$ cat src/ssm_pkg.sv
// Constants, types and decode functions for the slot sample math block
package ssm_pkg;

  // ==========================================
  // Register addresses
  localparam logic [7:0] ADDR_ORDER_A = 8'h17;
  localparam logic [7:0] ADDR_ORDER_B = 8'h1D;
  localparam logic [7:0] ADDR_INTEG_A = 8'h42;
  localparam logic [7:0] ADDR_FILT_A = 8'h43;
  localparam logic [7:0] ADDR_INTEG_B = 8'h44;
  localparam logic [7:0] ADDR_FILT_B = 8'h45;
  localparam logic [7:0] ADDR_MATH = 8'h58;

  // ==========================================
  // Values after reset
  localparam logic [15:0] REG_RESET = 16'h0000;
  localparam logic [3:0] ORDER_RESET = 4'h0;

  // ==========================================
  // Field positions
  localparam int MATH12_A_LSB = 1;
  localparam int MATH12_B_LSB = 5;
  localparam int MATH34_A_LSB = 8;
  localparam int MATH34_B_LSB = 10;
  localparam int BUF_EN_BIT = 7;
  localparam int BUF_GAIN_BIT = 9;

  // ==========================================
  // Filter configuration codes
  localparam logic [15:0] FILT_DIRECT = 16'hB065;
  localparam logic [15:0] FILT_BUFFERED = 16'hAE65;

  // ==========================================
  // Timing
  localparam int CLK_PERIOD_NS = 8;
  localparam int CHAN_SPACING_NS = 1000;
  localparam int CHAN_SPACING_CYC = CHAN_SPACING_NS / CLK_PERIOD_NS;
  localparam logic [1:0] LAST_CHAN = 2'h3;

  typedef enum logic {SEQ_IDLE, SEQ_RUN} ssm_seq_t;

  // Band-pass stage skipped for either bypass code
  function automatic logic ssm_band_pass_bypass(input logic [15:0] filt);
    return (filt == FILT_DIRECT) || (filt == FILT_BUFFERED);
  endfunction

  // Integrator skipped only in the direct code
  function automatic logic ssm_int_bypass(input logic [15:0] filt);
    return filt == FILT_DIRECT;
  endfunction

  // Subtract flag for a pulse position; high field bit is the earlier pulse
  function automatic logic ssm_sub_sel(input logic [1:0] pair12, input logic [1:0] pair34,
                                       input logic [1:0] idx);
    logic r;
    r = 1'b0;
    case (idx)
      2'h0: r = pair12[1];
      2'h1: r = pair12[0];
      2'h2: r = pair34[1];
      default: r = pair34[0];
    endcase
    return r;
  endfunction

endpackage

$ cat src/ssm_acc_if.sv
// Interface between the slot controller and one signed accumulator
interface ssm_acc_if #(
  parameter int DW = 14,
  parameter int AW = 27
);
  logic start;
  logic valid;
  logic subtract;
  logic [DW-1:0] data;
  logic signed [AW-1:0] sum;
  logic [1:0] pulse_idx;

  modport ctrl (output start, output valid, output subtract, output data, input sum, input pulse_idx);
  modport acc (input start, input valid, input subtract, input data, output sum, output pulse_idx);
endinterface

$ cat src/ssm_sign_acc.sv
// Signed accumulator with four-pulse position counter for one time slot
module ssm_sign_acc #(
  parameter int DW = 14,
  parameter int AW = 27
) (
  // Clock and reset
  input wire logic clk_i,
  input wire logic nrst_i,
  // Controller side
  ssm_acc_if.acc bus
);

  typedef struct packed {
    logic [1:0] idx;
    logic signed [AW-1:0] sum;
  } ssm_acc_st_t;

  ssm_acc_st_t q;
  ssm_acc_st_t d;
  logic signed [AW-1:0] ext;
  logic signed [AW-1:0] base;
  logic [1:0] bidx;

  assign ext = signed'({{(AW-DW){1'b0}}, bus.data});
  assign bus.sum = q.sum;
  assign bus.pulse_idx = q.idx;

  // ==========================================
  // Next state
  always_comb begin
    d = q;
    base = bus.start ? '0 : q.sum;
    bidx = bus.start ? 2'h0 : q.idx;
    d.sum = base;
    d.idx = bidx;
    if (bus.valid) begin
      d.sum = bus.subtract ? AW'(base - ext) : AW'(base + ext);
      d.idx = 2'(bidx + 2'h1);
    end
  end

  always_ff @(posedge clk_i or negedge nrst_i) begin
    if (!nrst_i) begin
      q <= '0;
    end else begin
      q <= d;
    end
  end

  // ==========================================
  // Checks
  a_sub_negates: assert property (@(posedge clk_i) disable iff (!nrst_i)
    bus.valid && !bus.start && bus.subtract |=> q.sum == AW'($past(q.sum) - $past(ext)))
    else $error("subtracted sample not negated");
  a_add_plain: assert property (@(posedge clk_i) disable iff (!nrst_i)
    bus.valid && !bus.start && !bus.subtract |=> q.sum == AW'($past(q.sum) + $past(ext)))
    else $error("added sample altered");
  a_idx_wraps: assert property (@(posedge clk_i) disable iff (!nrst_i)
    bus.valid && !bus.start && q.idx == 2'h3 |=> q.idx == 2'h0)
    else $error("pulse position did not wrap after four");

endmodule

$ cat src/ssm_top.sv
// Slot sample math, filter bypass decode and bypass-mode channel sequencer
module ssm_top #(
  parameter int DW = 14,
  parameter int AW = 27
) (
  // Clock and reset
  input wire logic CLK_I,
  input wire logic NRST_I,
  // Register port
  input wire logic REG_WR_I,
  input wire logic [7:0] REG_ADDR_I,
  input wire logic [15:0] REG_WDATA_I,
  output logic [15:0] REG_RDATA_O,
  // Pulse samples
  input wire logic [1:0] SLOT_START_I,
  input wire logic SAMPLE_VALID_I,
  input wire logic SAMPLE_SLOT_I,
  input wire logic [DW-1:0] SAMPLE_DATA_I,
  // Slot totals and integration polarity
  output logic [AW-1:0] SLOT_SUM_A_O,
  output logic [AW-1:0] SLOT_SUM_B_O,
  output logic [1:0] PULSE_REVERSE_O,
  // Signal path controls, bit 0 slot A, bit 1 slot B
  output logic [1:0] BAND_PASS_BYPASS_O,
  output logic [1:0] INTEG_BYPASS_O,
  output logic [1:0] INTEG_BUFFER_O,
  output logic [1:0] BUF_GAIN_LOW_O,
  // Bypass-mode converter sequencing
  input wire logic CONV_TRIG_I,
  input wire logic CONV_SLOT_I,
  output logic ADC_SAMPLE_O,
  output logic [1:0] ADC_CHAN_O,
  output logic ADC_SLOT_O
);

  localparam int SP = ssm_pkg::CHAN_SPACING_CYC;
  localparam logic [7:0] SP_LAST = 8'(ssm_pkg::CHAN_SPACING_CYC - 1);

  typedef struct packed {
    logic [3:0] order_a;
    logic [3:0] order_b;
    logic [15:0] integ_a;
    logic [15:0] integ_b;
    logic [15:0] filt_a;
    logic [15:0] filt_b;
    logic [15:0] math;
    logic [15:0] rdata;
    logic [1:0] band_pass_byp;
    logic [1:0] int_byp;
    logic [1:0] buf_en;
    logic [1:0] gain_low;
    logic [1:0] rev;
    ssm_pkg::ssm_seq_t seq;
    logic [7:0] cnt;
    logic [1:0] chan;
    logic seq_slot;
    logic adc_sample;
  } ssm_state_t;

  ssm_state_t q;
  ssm_state_t d;

  ssm_acc_if #(.DW(DW), .AW(AW)) acc_bus [2] ();

  // ==========================================
  // Per-slot accumulators
  genvar g;
  generate
    for (g = 0; g < 2; g++) begin : g_slot
      assign acc_bus[g].start = SLOT_START_I[g];
      assign acc_bus[g].valid = SAMPLE_VALID_I && (SAMPLE_SLOT_I == 1'(g));
      assign acc_bus[g].data = SAMPLE_DATA_I;
      ssm_sign_acc #(.DW(DW), .AW(AW)) u_acc (
        .clk_i(CLK_I),
        .nrst_i(NRST_I),
        .bus(acc_bus[g])
      );
    end
  endgenerate

  // slot B sign codes per position
  // A start sample is always the first pulse, whatever the old position
  assign acc_bus[1].subtract = ssm_pkg::ssm_sub_sel(q.math[ssm_pkg::MATH12_B_LSB +: 2],
    q.math[ssm_pkg::MATH34_B_LSB +: 2], SLOT_START_I[1] ? 2'h0 : acc_bus[1].pulse_idx);
  // slot A sign codes, pulses three and four included
  assign acc_bus[0].subtract = ssm_pkg::ssm_sub_sel(q.math[ssm_pkg::MATH12_A_LSB +: 2],
    q.math[ssm_pkg::MATH34_A_LSB +: 2], SLOT_START_I[0] ? 2'h0 : acc_bus[0].pulse_idx);

  assign SLOT_SUM_A_O = acc_bus[0].sum;
  assign SLOT_SUM_B_O = acc_bus[1].sum;
  assign REG_RDATA_O = q.rdata;
  assign PULSE_REVERSE_O = q.rev;
  assign BAND_PASS_BYPASS_O = q.band_pass_byp;
  assign INTEG_BYPASS_O = q.int_byp;
  assign INTEG_BUFFER_O = q.buf_en;
  assign BUF_GAIN_LOW_O = q.gain_low;
  assign ADC_SAMPLE_O = q.adc_sample;
  assign ADC_CHAN_O = q.chan;
  assign ADC_SLOT_O = q.seq_slot;

  // ==========================================
  // Next state
  always_comb begin
    d = q;
    d.adc_sample = 1'b0;
    // each slot has its own order, integrator and filter registers; the math register is shared
    if (REG_WR_I) begin
      case (REG_ADDR_I)
        ssm_pkg::ADDR_ORDER_A: d.order_a = REG_WDATA_I[3:0];
        ssm_pkg::ADDR_ORDER_B: d.order_b = REG_WDATA_I[3:0];
        ssm_pkg::ADDR_INTEG_A: d.integ_a = REG_WDATA_I;
        ssm_pkg::ADDR_FILT_A: d.filt_a = REG_WDATA_I;
        ssm_pkg::ADDR_INTEG_B: d.integ_b = REG_WDATA_I;
        ssm_pkg::ADDR_FILT_B: d.filt_b = REG_WDATA_I;
        ssm_pkg::ADDR_MATH: d.math = REG_WDATA_I;
        default: ;
      endcase
    end
    case (REG_ADDR_I)
      ssm_pkg::ADDR_ORDER_A: d.rdata = {12'h000, q.order_a};
      ssm_pkg::ADDR_ORDER_B: d.rdata = {12'h000, q.order_b};
      ssm_pkg::ADDR_INTEG_A: d.rdata = q.integ_a;
      ssm_pkg::ADDR_FILT_A: d.rdata = q.filt_a;
      ssm_pkg::ADDR_INTEG_B: d.rdata = q.integ_b;
      ssm_pkg::ADDR_FILT_B: d.rdata = q.filt_b;
      ssm_pkg::ADDR_MATH: d.rdata = q.math;
      default: d.rdata = 16'h0000;
    endcase
    // direct code skips filter and integrator
    // buffered code skips the filter only
    d.band_pass_byp = {ssm_pkg::ssm_band_pass_bypass(d.filt_b), ssm_pkg::ssm_band_pass_bypass(d.filt_a)};
    d.int_byp = {ssm_pkg::ssm_int_bypass(d.filt_b), ssm_pkg::ssm_int_bypass(d.filt_a)};
    d.buf_en = {d.integ_b[ssm_pkg::BUF_EN_BIT], d.integ_a[ssm_pkg::BUF_EN_BIT]} &
               {2{d.math[ssm_pkg::BUF_EN_BIT]}};
    d.gain_low = {d.integ_b[ssm_pkg::BUF_GAIN_BIT], d.integ_a[ssm_pkg::BUF_GAIN_BIT]};
    // polarity of the slot's next pulse
    d.rev = {d.order_b[acc_bus[1].pulse_idx], d.order_a[acc_bus[0].pulse_idx]};
    unique case (q.seq)
      ssm_pkg::SEQ_IDLE: begin
        if (CONV_TRIG_I && q.band_pass_byp[CONV_SLOT_I]) begin
          d.seq = ssm_pkg::SEQ_RUN;
          d.seq_slot = CONV_SLOT_I;
          d.chan = 2'h0;
          d.cnt = 8'h00;
          d.adc_sample = 1'b1;
        end
      end
      ssm_pkg::SEQ_RUN: begin
        d.cnt = 8'(q.cnt + 8'h01);
        if (q.cnt == SP_LAST) begin
          d.cnt = 8'h00;
          if (q.chan == ssm_pkg::LAST_CHAN) begin
            d.seq = ssm_pkg::SEQ_IDLE;
          end else begin
            d.chan = 2'(q.chan + 2'h1);
            d.adc_sample = 1'b1;
          end
        end
      end
    endcase
  end

  always_ff @(posedge CLK_I or negedge NRST_I) begin
    if (!NRST_I) begin
      q <= '0;
    end else begin
      q <= d;
    end
  end

  // ==========================================
  // Checks
  a_slot_b_first: assert property (@(posedge CLK_I) disable iff (!NRST_I)
    SAMPLE_VALID_I && SAMPLE_SLOT_I && !SLOT_START_I[1] && acc_bus[1].pulse_idx == 2'h0 && q.math[6]
    |=> SLOT_SUM_B_O == AW'($past(SLOT_SUM_B_O) - AW'($past(SAMPLE_DATA_I))))
    else $error("slot B first pulse not subtracted");
  a_slot_a_second: assert property (@(posedge CLK_I) disable iff (!NRST_I)
    SAMPLE_VALID_I && !SAMPLE_SLOT_I && !SLOT_START_I[0] && acc_bus[0].pulse_idx == 2'h1 && !q.math[1]
    |=> SLOT_SUM_A_O == AW'($past(SLOT_SUM_A_O) + AW'($past(SAMPLE_DATA_I))))
    else $error("slot A second pulse not added");
  a_start_first_sign: assert property (@(posedge CLK_I) disable iff (!NRST_I)
    SAMPLE_VALID_I && !SAMPLE_SLOT_I && SLOT_START_I[0] && q.math[2]
    |=> SLOT_SUM_A_O == AW'(AW'(0) - AW'($past(SAMPLE_DATA_I))))
    else $error("slot A first pulse after start not subtracted");
  a_slot_a_fourth: assert property (@(posedge CLK_I) disable iff (!NRST_I)
    SAMPLE_VALID_I && !SAMPLE_SLOT_I && !SLOT_START_I[0] && acc_bus[0].pulse_idx == 2'h3 && q.math[8]
    |=> SLOT_SUM_A_O == AW'($past(SLOT_SUM_A_O) - AW'($past(SAMPLE_DATA_I))))
    else $error("slot A fourth pulse not subtracted");
  a_polarity_pick: assert property (@(posedge CLK_I) disable iff (!NRST_I)
    acc_bus[0].pulse_idx == 2'h2 && !REG_WR_I |=> PULSE_REVERSE_O[0] == q.order_a[2])
    else $error("slot A polarity not from third bit");
  a_chan_sequence: assert property (@(posedge CLK_I) disable iff (!NRST_I)
    ADC_SAMPLE_O && ADC_CHAN_O == 2'h0 |-> ##SP (ADC_SAMPLE_O && ADC_CHAN_O == 2'h1)
    ##SP (ADC_SAMPLE_O && ADC_CHAN_O == 2'h2) ##SP (ADC_SAMPLE_O && ADC_CHAN_O == 2'h3))
    else $error("channel samples out of order or spacing");
  a_chan_gap: assert property (@(posedge CLK_I) disable iff (!NRST_I)
    ADC_SAMPLE_O |=> !ADC_SAMPLE_O [*8])
    else $error("channel samples too close");
  a_direct_code: assert property (@(posedge CLK_I) disable iff (!NRST_I)
    REG_WR_I && REG_ADDR_I == ssm_pkg::ADDR_FILT_A && REG_WDATA_I == ssm_pkg::FILT_DIRECT
    |=> BAND_PASS_BYPASS_O[0] && INTEG_BYPASS_O[0])
    else $error("direct code did not bypass both stages");
  a_buffered_code: assert property (@(posedge CLK_I) disable iff (!NRST_I)
    REG_WR_I && REG_ADDR_I == ssm_pkg::ADDR_FILT_B && REG_WDATA_I == ssm_pkg::FILT_BUFFERED
    |=> BAND_PASS_BYPASS_O[1] && !INTEG_BYPASS_O[1])
    else $error("buffered code wrong");
  a_buffer_gate: assert property (@(posedge CLK_I) disable iff (!NRST_I)
    REG_WR_I && REG_ADDR_I == ssm_pkg::ADDR_MATH && !REG_WDATA_I[7] |=> INTEG_BUFFER_O == 2'b00)
    else $error("buffer active without math enable");
  a_gain_select: assert property (@(posedge CLK_I) disable iff (!NRST_I)
    REG_WR_I && REG_ADDR_I == ssm_pkg::ADDR_INTEG_B |=> BUF_GAIN_LOW_O[1] == $past(REG_WDATA_I[9]))
    else $error("slot B gain select not taken");
  a_slot_independent: assert property (@(posedge CLK_I) disable iff (!NRST_I)
    REG_WR_I && REG_ADDR_I == ssm_pkg::ADDR_FILT_A |=> BAND_PASS_BYPASS_O[1] == $past(BAND_PASS_BYPASS_O[1]))
    else $error("slot A write disturbed slot B");

endmodule

$ cat config.mk
export PLATFORM = sky130hd
export DESIGN_NAME = ssm_top
export DESIGN_NICKNAME = d
export VERILOG_FILES = /design/src/ssm_pkg.sv /design/src/ssm_acc_if.sv /design/src/ssm_sign_acc.sv /design/src/ssm_top.sv
export SDC_FILE = /design/constraint.sdc
export NUM_CORES = 1
export LEC_CHECK = 0
export BUFFER_PORTS_ARGS = -buffer_cell sky130_fd_sc_hd__buf_2
export CORE_ASPECT_RATIO = 0.75
export CORE_MARGIN = 4
export CORE_UTILIZATION = 45
export DETAILED_ROUTE_END_ITERATION = 16
export SLEW_MARGIN = 40
export SYNTH_ARGS = -nofsm -noshare
export SYNTH_HDL_FRONTEND = slang
export SYNTH_SLANG_ARGS = --single-unit
$ cat constraint.sdc
create_clock -name CLK_I -period 5 [get_ports CLK_I]
set_input_delay 1 -clock CLK_I [delete_from_list [all_inputs] [get_ports CLK_I]]
set_output_delay 1 -clock CLK_I [all_outputs]
set_load 0.005 [all_outputs]
==> results.cfg <==
[global_route]
number_of_global_route_vias_before_repair = 9223
maximum_number_of_pins_on_one_net_before_global_route_repair = 118
grtUsageMet2_pct = 30.5
initial_antenna_violation_count = 1
global_route_usage_over_all_layers_pct = 22.2
global_route.overflow_total = 0
grt_first_pass_wirelength_microns = 51300
use_met3_pct = 4.42
globalRoute.busiestLayer = met1
grt_util_met1_pct = 36.2

[synth]
synth_warnings = 0
synth_cell_type_count = 70
synth_top_family_by_area = simple AND/OR/NAND/NOR gates
postSynthRegisterBits = 183
synth_seq_area_share_pct = 39.2
synth-compound-area-share_pct = 16.2
postSynthNetCount = 1328
syn_area_sq_um = 11700
synth_fa_ha_area_share_pct = 6.99
postSynth.asyncResetShare_pct = 100
synth_xor_xnor_area_share_pct = 4.95
average_instance_area_after_synthesis_sq_um = 9.59
synth_ff_type = dfrtp_1
number_of_enable_type_register_cells_in_the_synthesized_netlist = 0
synthesized_area_fraction_occupied_by_and_or_nand_nor_cells_pct = 17.1
synthMuxAreaShare_pct = 10.9
netlist_instances = 1217

[setup_path]
critical_path_class = input pin to register
crit_path_max_fanout = 8
path_cells = buf_2 -> or3_1 -> or3_4 -> or3_1 -> or3_1 -> buf_4 -> nand2_1 -> xor2_1 -> ha_1 -> a21o_1 -> a221oi_1 -> a21oi_1 -> o21ai_0 -> mux2_2 -> o21ai_0 -> xnor2_1
critical_path.slowest_cell = a221oi_1
critical_path.most_common_cell = or3_1
timing.critical_path.from_type = input pin
cpLargestDelayFamily = simple AND/OR/NAND/NOR gates
critical_path.max_stage_delay_ns = 0.43
timing.reg2reg.worst_path_depth = 17
critPathCaptureType = register
crit_cells = 16
crit_buf_inv = 2
cp_data_arrival_time_ns = 5.08
cp_data_required_time_ns = 5.35

[placed_design]
dp.cells = 1685
routabilityCongestion = 0.910
io_buffers = 130
post-dp-hpwl_microns = 23300

[floorplan]
placement_rows = 50
core_area_sq_um = 25200
pin_count = 131
start_util_pct = 46.3
die_area_sq_um = 28600
die_ht_microns = 147
die-width_microns = 194

[drt]
drt-initial-drc-count = 760
wire_per_inst_microns = 18.6
total_via_count_after_detailed_routing = 9625
drcViolationCount = 0
via_per_inst = 5.60
drt_wl_total_microns = 32000
drt.antenna.violating_nets = 0
first_pass_iters = 6

[finish]
share_of_layout_cells_above_drive_strength_1_pct = 26.7
filler_cell_count = 2276
layout.nets = 1477
syn_to_final_growth_pct = 16.9
stdcell_count = 1718

[cts]
cts_hold_repair.buffers = 0
insertion_delay_ns = 0.45
post_cts_resized = 0
clock_path_buffers = 2
cts.root.buffer_cell = clkbuf_16
cts_htree_levels = 4
post-cts-setup-buffer-count = 0
cts_tree = built
tritoncts.num_buffers = 17
clock_sinks = 183
clk_pin_slew_worst_paths_ns = 0.08

[timing]
unrepaired_setup_endpoints_after_global_routing = false
timing.final.max_slew_violations = 0
setup-tns-final_ns = 0
peak_clock_frequency_supported_by_timing_mhz = 211
final-hold-violation-count = 0
timing.slew.headroom_pct = 51.7
max_slew.worst_pin.slew_ns = 0.725
setup_viol = 0
period_utilisation_layout_pct = 94.6
finalCriticalPeriod_ns = 4.73
fin_worst_skew_ns = 0.0241

[min_path]
class_of_the_most_critical_hold_timing_path = register to register
hold_crit_depth = 2

[pwr]
leakage_nw = 7.18
cellPowerDensity_nw_per_um2 = 275
vdd_ir_max_v = 0.000241

[run]
max_cap_viol_count = 0

[run_status]
outcome = completed
==> power by group <==
part | internal (mW) | total, mW | switching [mW]
Clock | 0.754 | 1.41 | 0.652
Sequential | 1.56 | 1.61 | 0.0498
Combinational | 0.320 | 0.740 | 0.420
Total | 2.64 | 3.76 | 1.12
==> area by class of cell <==
cell class,instances,area (sq um),area share (%)
antenna,1,2.50,0.0183
clock buffer,18,429,3.15
clock inverter,14,169,1.24
inverter,33,124,0.908
multi-input combinational,916,6580,48.2
sequential,183,4580,33.6
tap,338,423,3.10
timing repair buffer,215,1330,9.78
==> metrics by stage <==
| stage | power [mW] | area (sq um) | worst slack [ns] | utilization [%] | hold slack (ns) |
|---|---|---|---|---|---|
| 3_3_place_gp | 2.37 | 13000 | -0.0175 | 51.6 | 0.448 |
| 2_1_floorplan | 2.07 | 11700 | 0.00538 | - | 0.433 |
| 3_5_place_dp | 2.37 | 13000 | -0.0709 | 51.7 | 0.458 |
| 6_report | 3.76 | 13600 | 0.270 | 54.1 | 0.477 |
| 5_1_grt | 3.94 | 13600 | 0.0805 | 54.1 | 0.506 |
| 4_1_cts | 3.79 | 13600 | 0.339 | 54.1 | 0.477 |
==> final timing paths <==
kind	from	slack, ns	end
worst max-delay path	SAMPLE_DATA_I[2]	0.27	g_slot[0].u_acc.bus.sum[26]
worst min-delay path	q[100]	0.48	REG_RDATA_O[13]
worst max register to register	g_slot[1].u_acc.bus.pulse_idx[1]	0.79	g_slot[1].u_acc.bus.sum[24]
worst min register to register	q[100]	0.48	REG_RDATA_O[13]
max in group asynchronous	NRST_I	3.64	g_slot[0].u_acc.bus.sum[18]
min in group asynchronous	NRST_I	0.55	q[11]
==> worst reg2reg max path: stages (launching register included) <==
cell and delay [ns]:
dfrtp_1 0.38, nor2b_1 0.28, inv_1 0.08, ha_1 0.18
a22oi_1 0.17, nand2_1 0.09, mux2i_2 0.38, nor2b_1 0.21
xnor2_1 0.15, ha_1 0.29, a21o_1 0.23, a2111o_1 0.41
a31oi_1 0.26, nor4_1 0.09, or3_1 0.43, a41oi_1 0.25
xor2_1 0.15, o21ai_0 0.08
==> cells by family after synthesis <==
group | Yosys count
and+or+nand+nor | 386
AOI/OAI and AO/OA | 288
DFF | 183
buffers and inverters | 118
muxes | 112
xor gates and xnor gates | 66
adders and majority gates | 64
==> layer usage <==
layer	share of wire [%]	vias to the layer above
met5	0	-
met4	0.61	0
met3	6.5	14
met2	40	299
met1	53	4661
li1	-	4651
==> cells in the mapped netlist, drive strengths merged (12+ instances only) <==
cell / n / area (sq um)
nand3: 28 / 165
nand4: 12 / 75.1
nor3: 14 / 75.1
a222oi: 16 / 160
and3: 12 / 75.1
buf: 32 / 225
a21oi: 62 / 310
inv: 33 / 124
clkbuf: 53 / 199
nand2b: 12 / 75.1
nor2: 43 / 161
xor2: 35 / 307
mux2i: 12 / 120
mux2: 98 / 1110
a21o: 36 / 270
a22o: 14 / 123
ha: 62 / 776
nand2: 153 / 574
xnor2: 31 / 272
nor2b: 64 / 400
o21ai: 82 / 410
dfrtp: 183 / 4580
==> cells in the final DEF, fill, tap and decap left out, types with 5 or more instances in the layout <==
master / instances
o21ai_0: 82
o31ai_1: 11
xnor2_1: 31
or3_1: 7
a21oi_1: 62
nand2b_1: 11
nor2_1: 43
nand3_1: 26
a211oi_1: 5
nor2b_1: 64
nor3_1: 12
a222oi_1: 16
a22oi_1: 7
dfrtp_1: 183
nand4_1: 12
a21o_1: 36
mux2i_1: 11
ha_1: 62
inv_1: 33
and3_1: 12
a22o_1: 14
buf_4: 83
mux2_2: 97
clkbuf_16: 18
o21a_1: 5
buf_2: 129
xor2_1: 35
a31oi_1: 9
o21bai_1: 7
nor3b_1: 5
nand2_1: 149
o211ai_1: 5
==> flip-flops by register name (all words and copies together) (netlist names), 2 cells and up <==
register                    count
INTEG_BUFFER_O                  2
q                              96
BAND_PASS_BYPASS_O              2
REG_RDATA_O                    16
g_slot.u_acc.bus.pulse_idx      4
INTEG_BYPASS_O                  2
PULSE_REVERSE_O                 2
g_slot.u_acc.bus.sum           54
ADC_CHAN_O                      2
(Power assumes the default switching activity.)
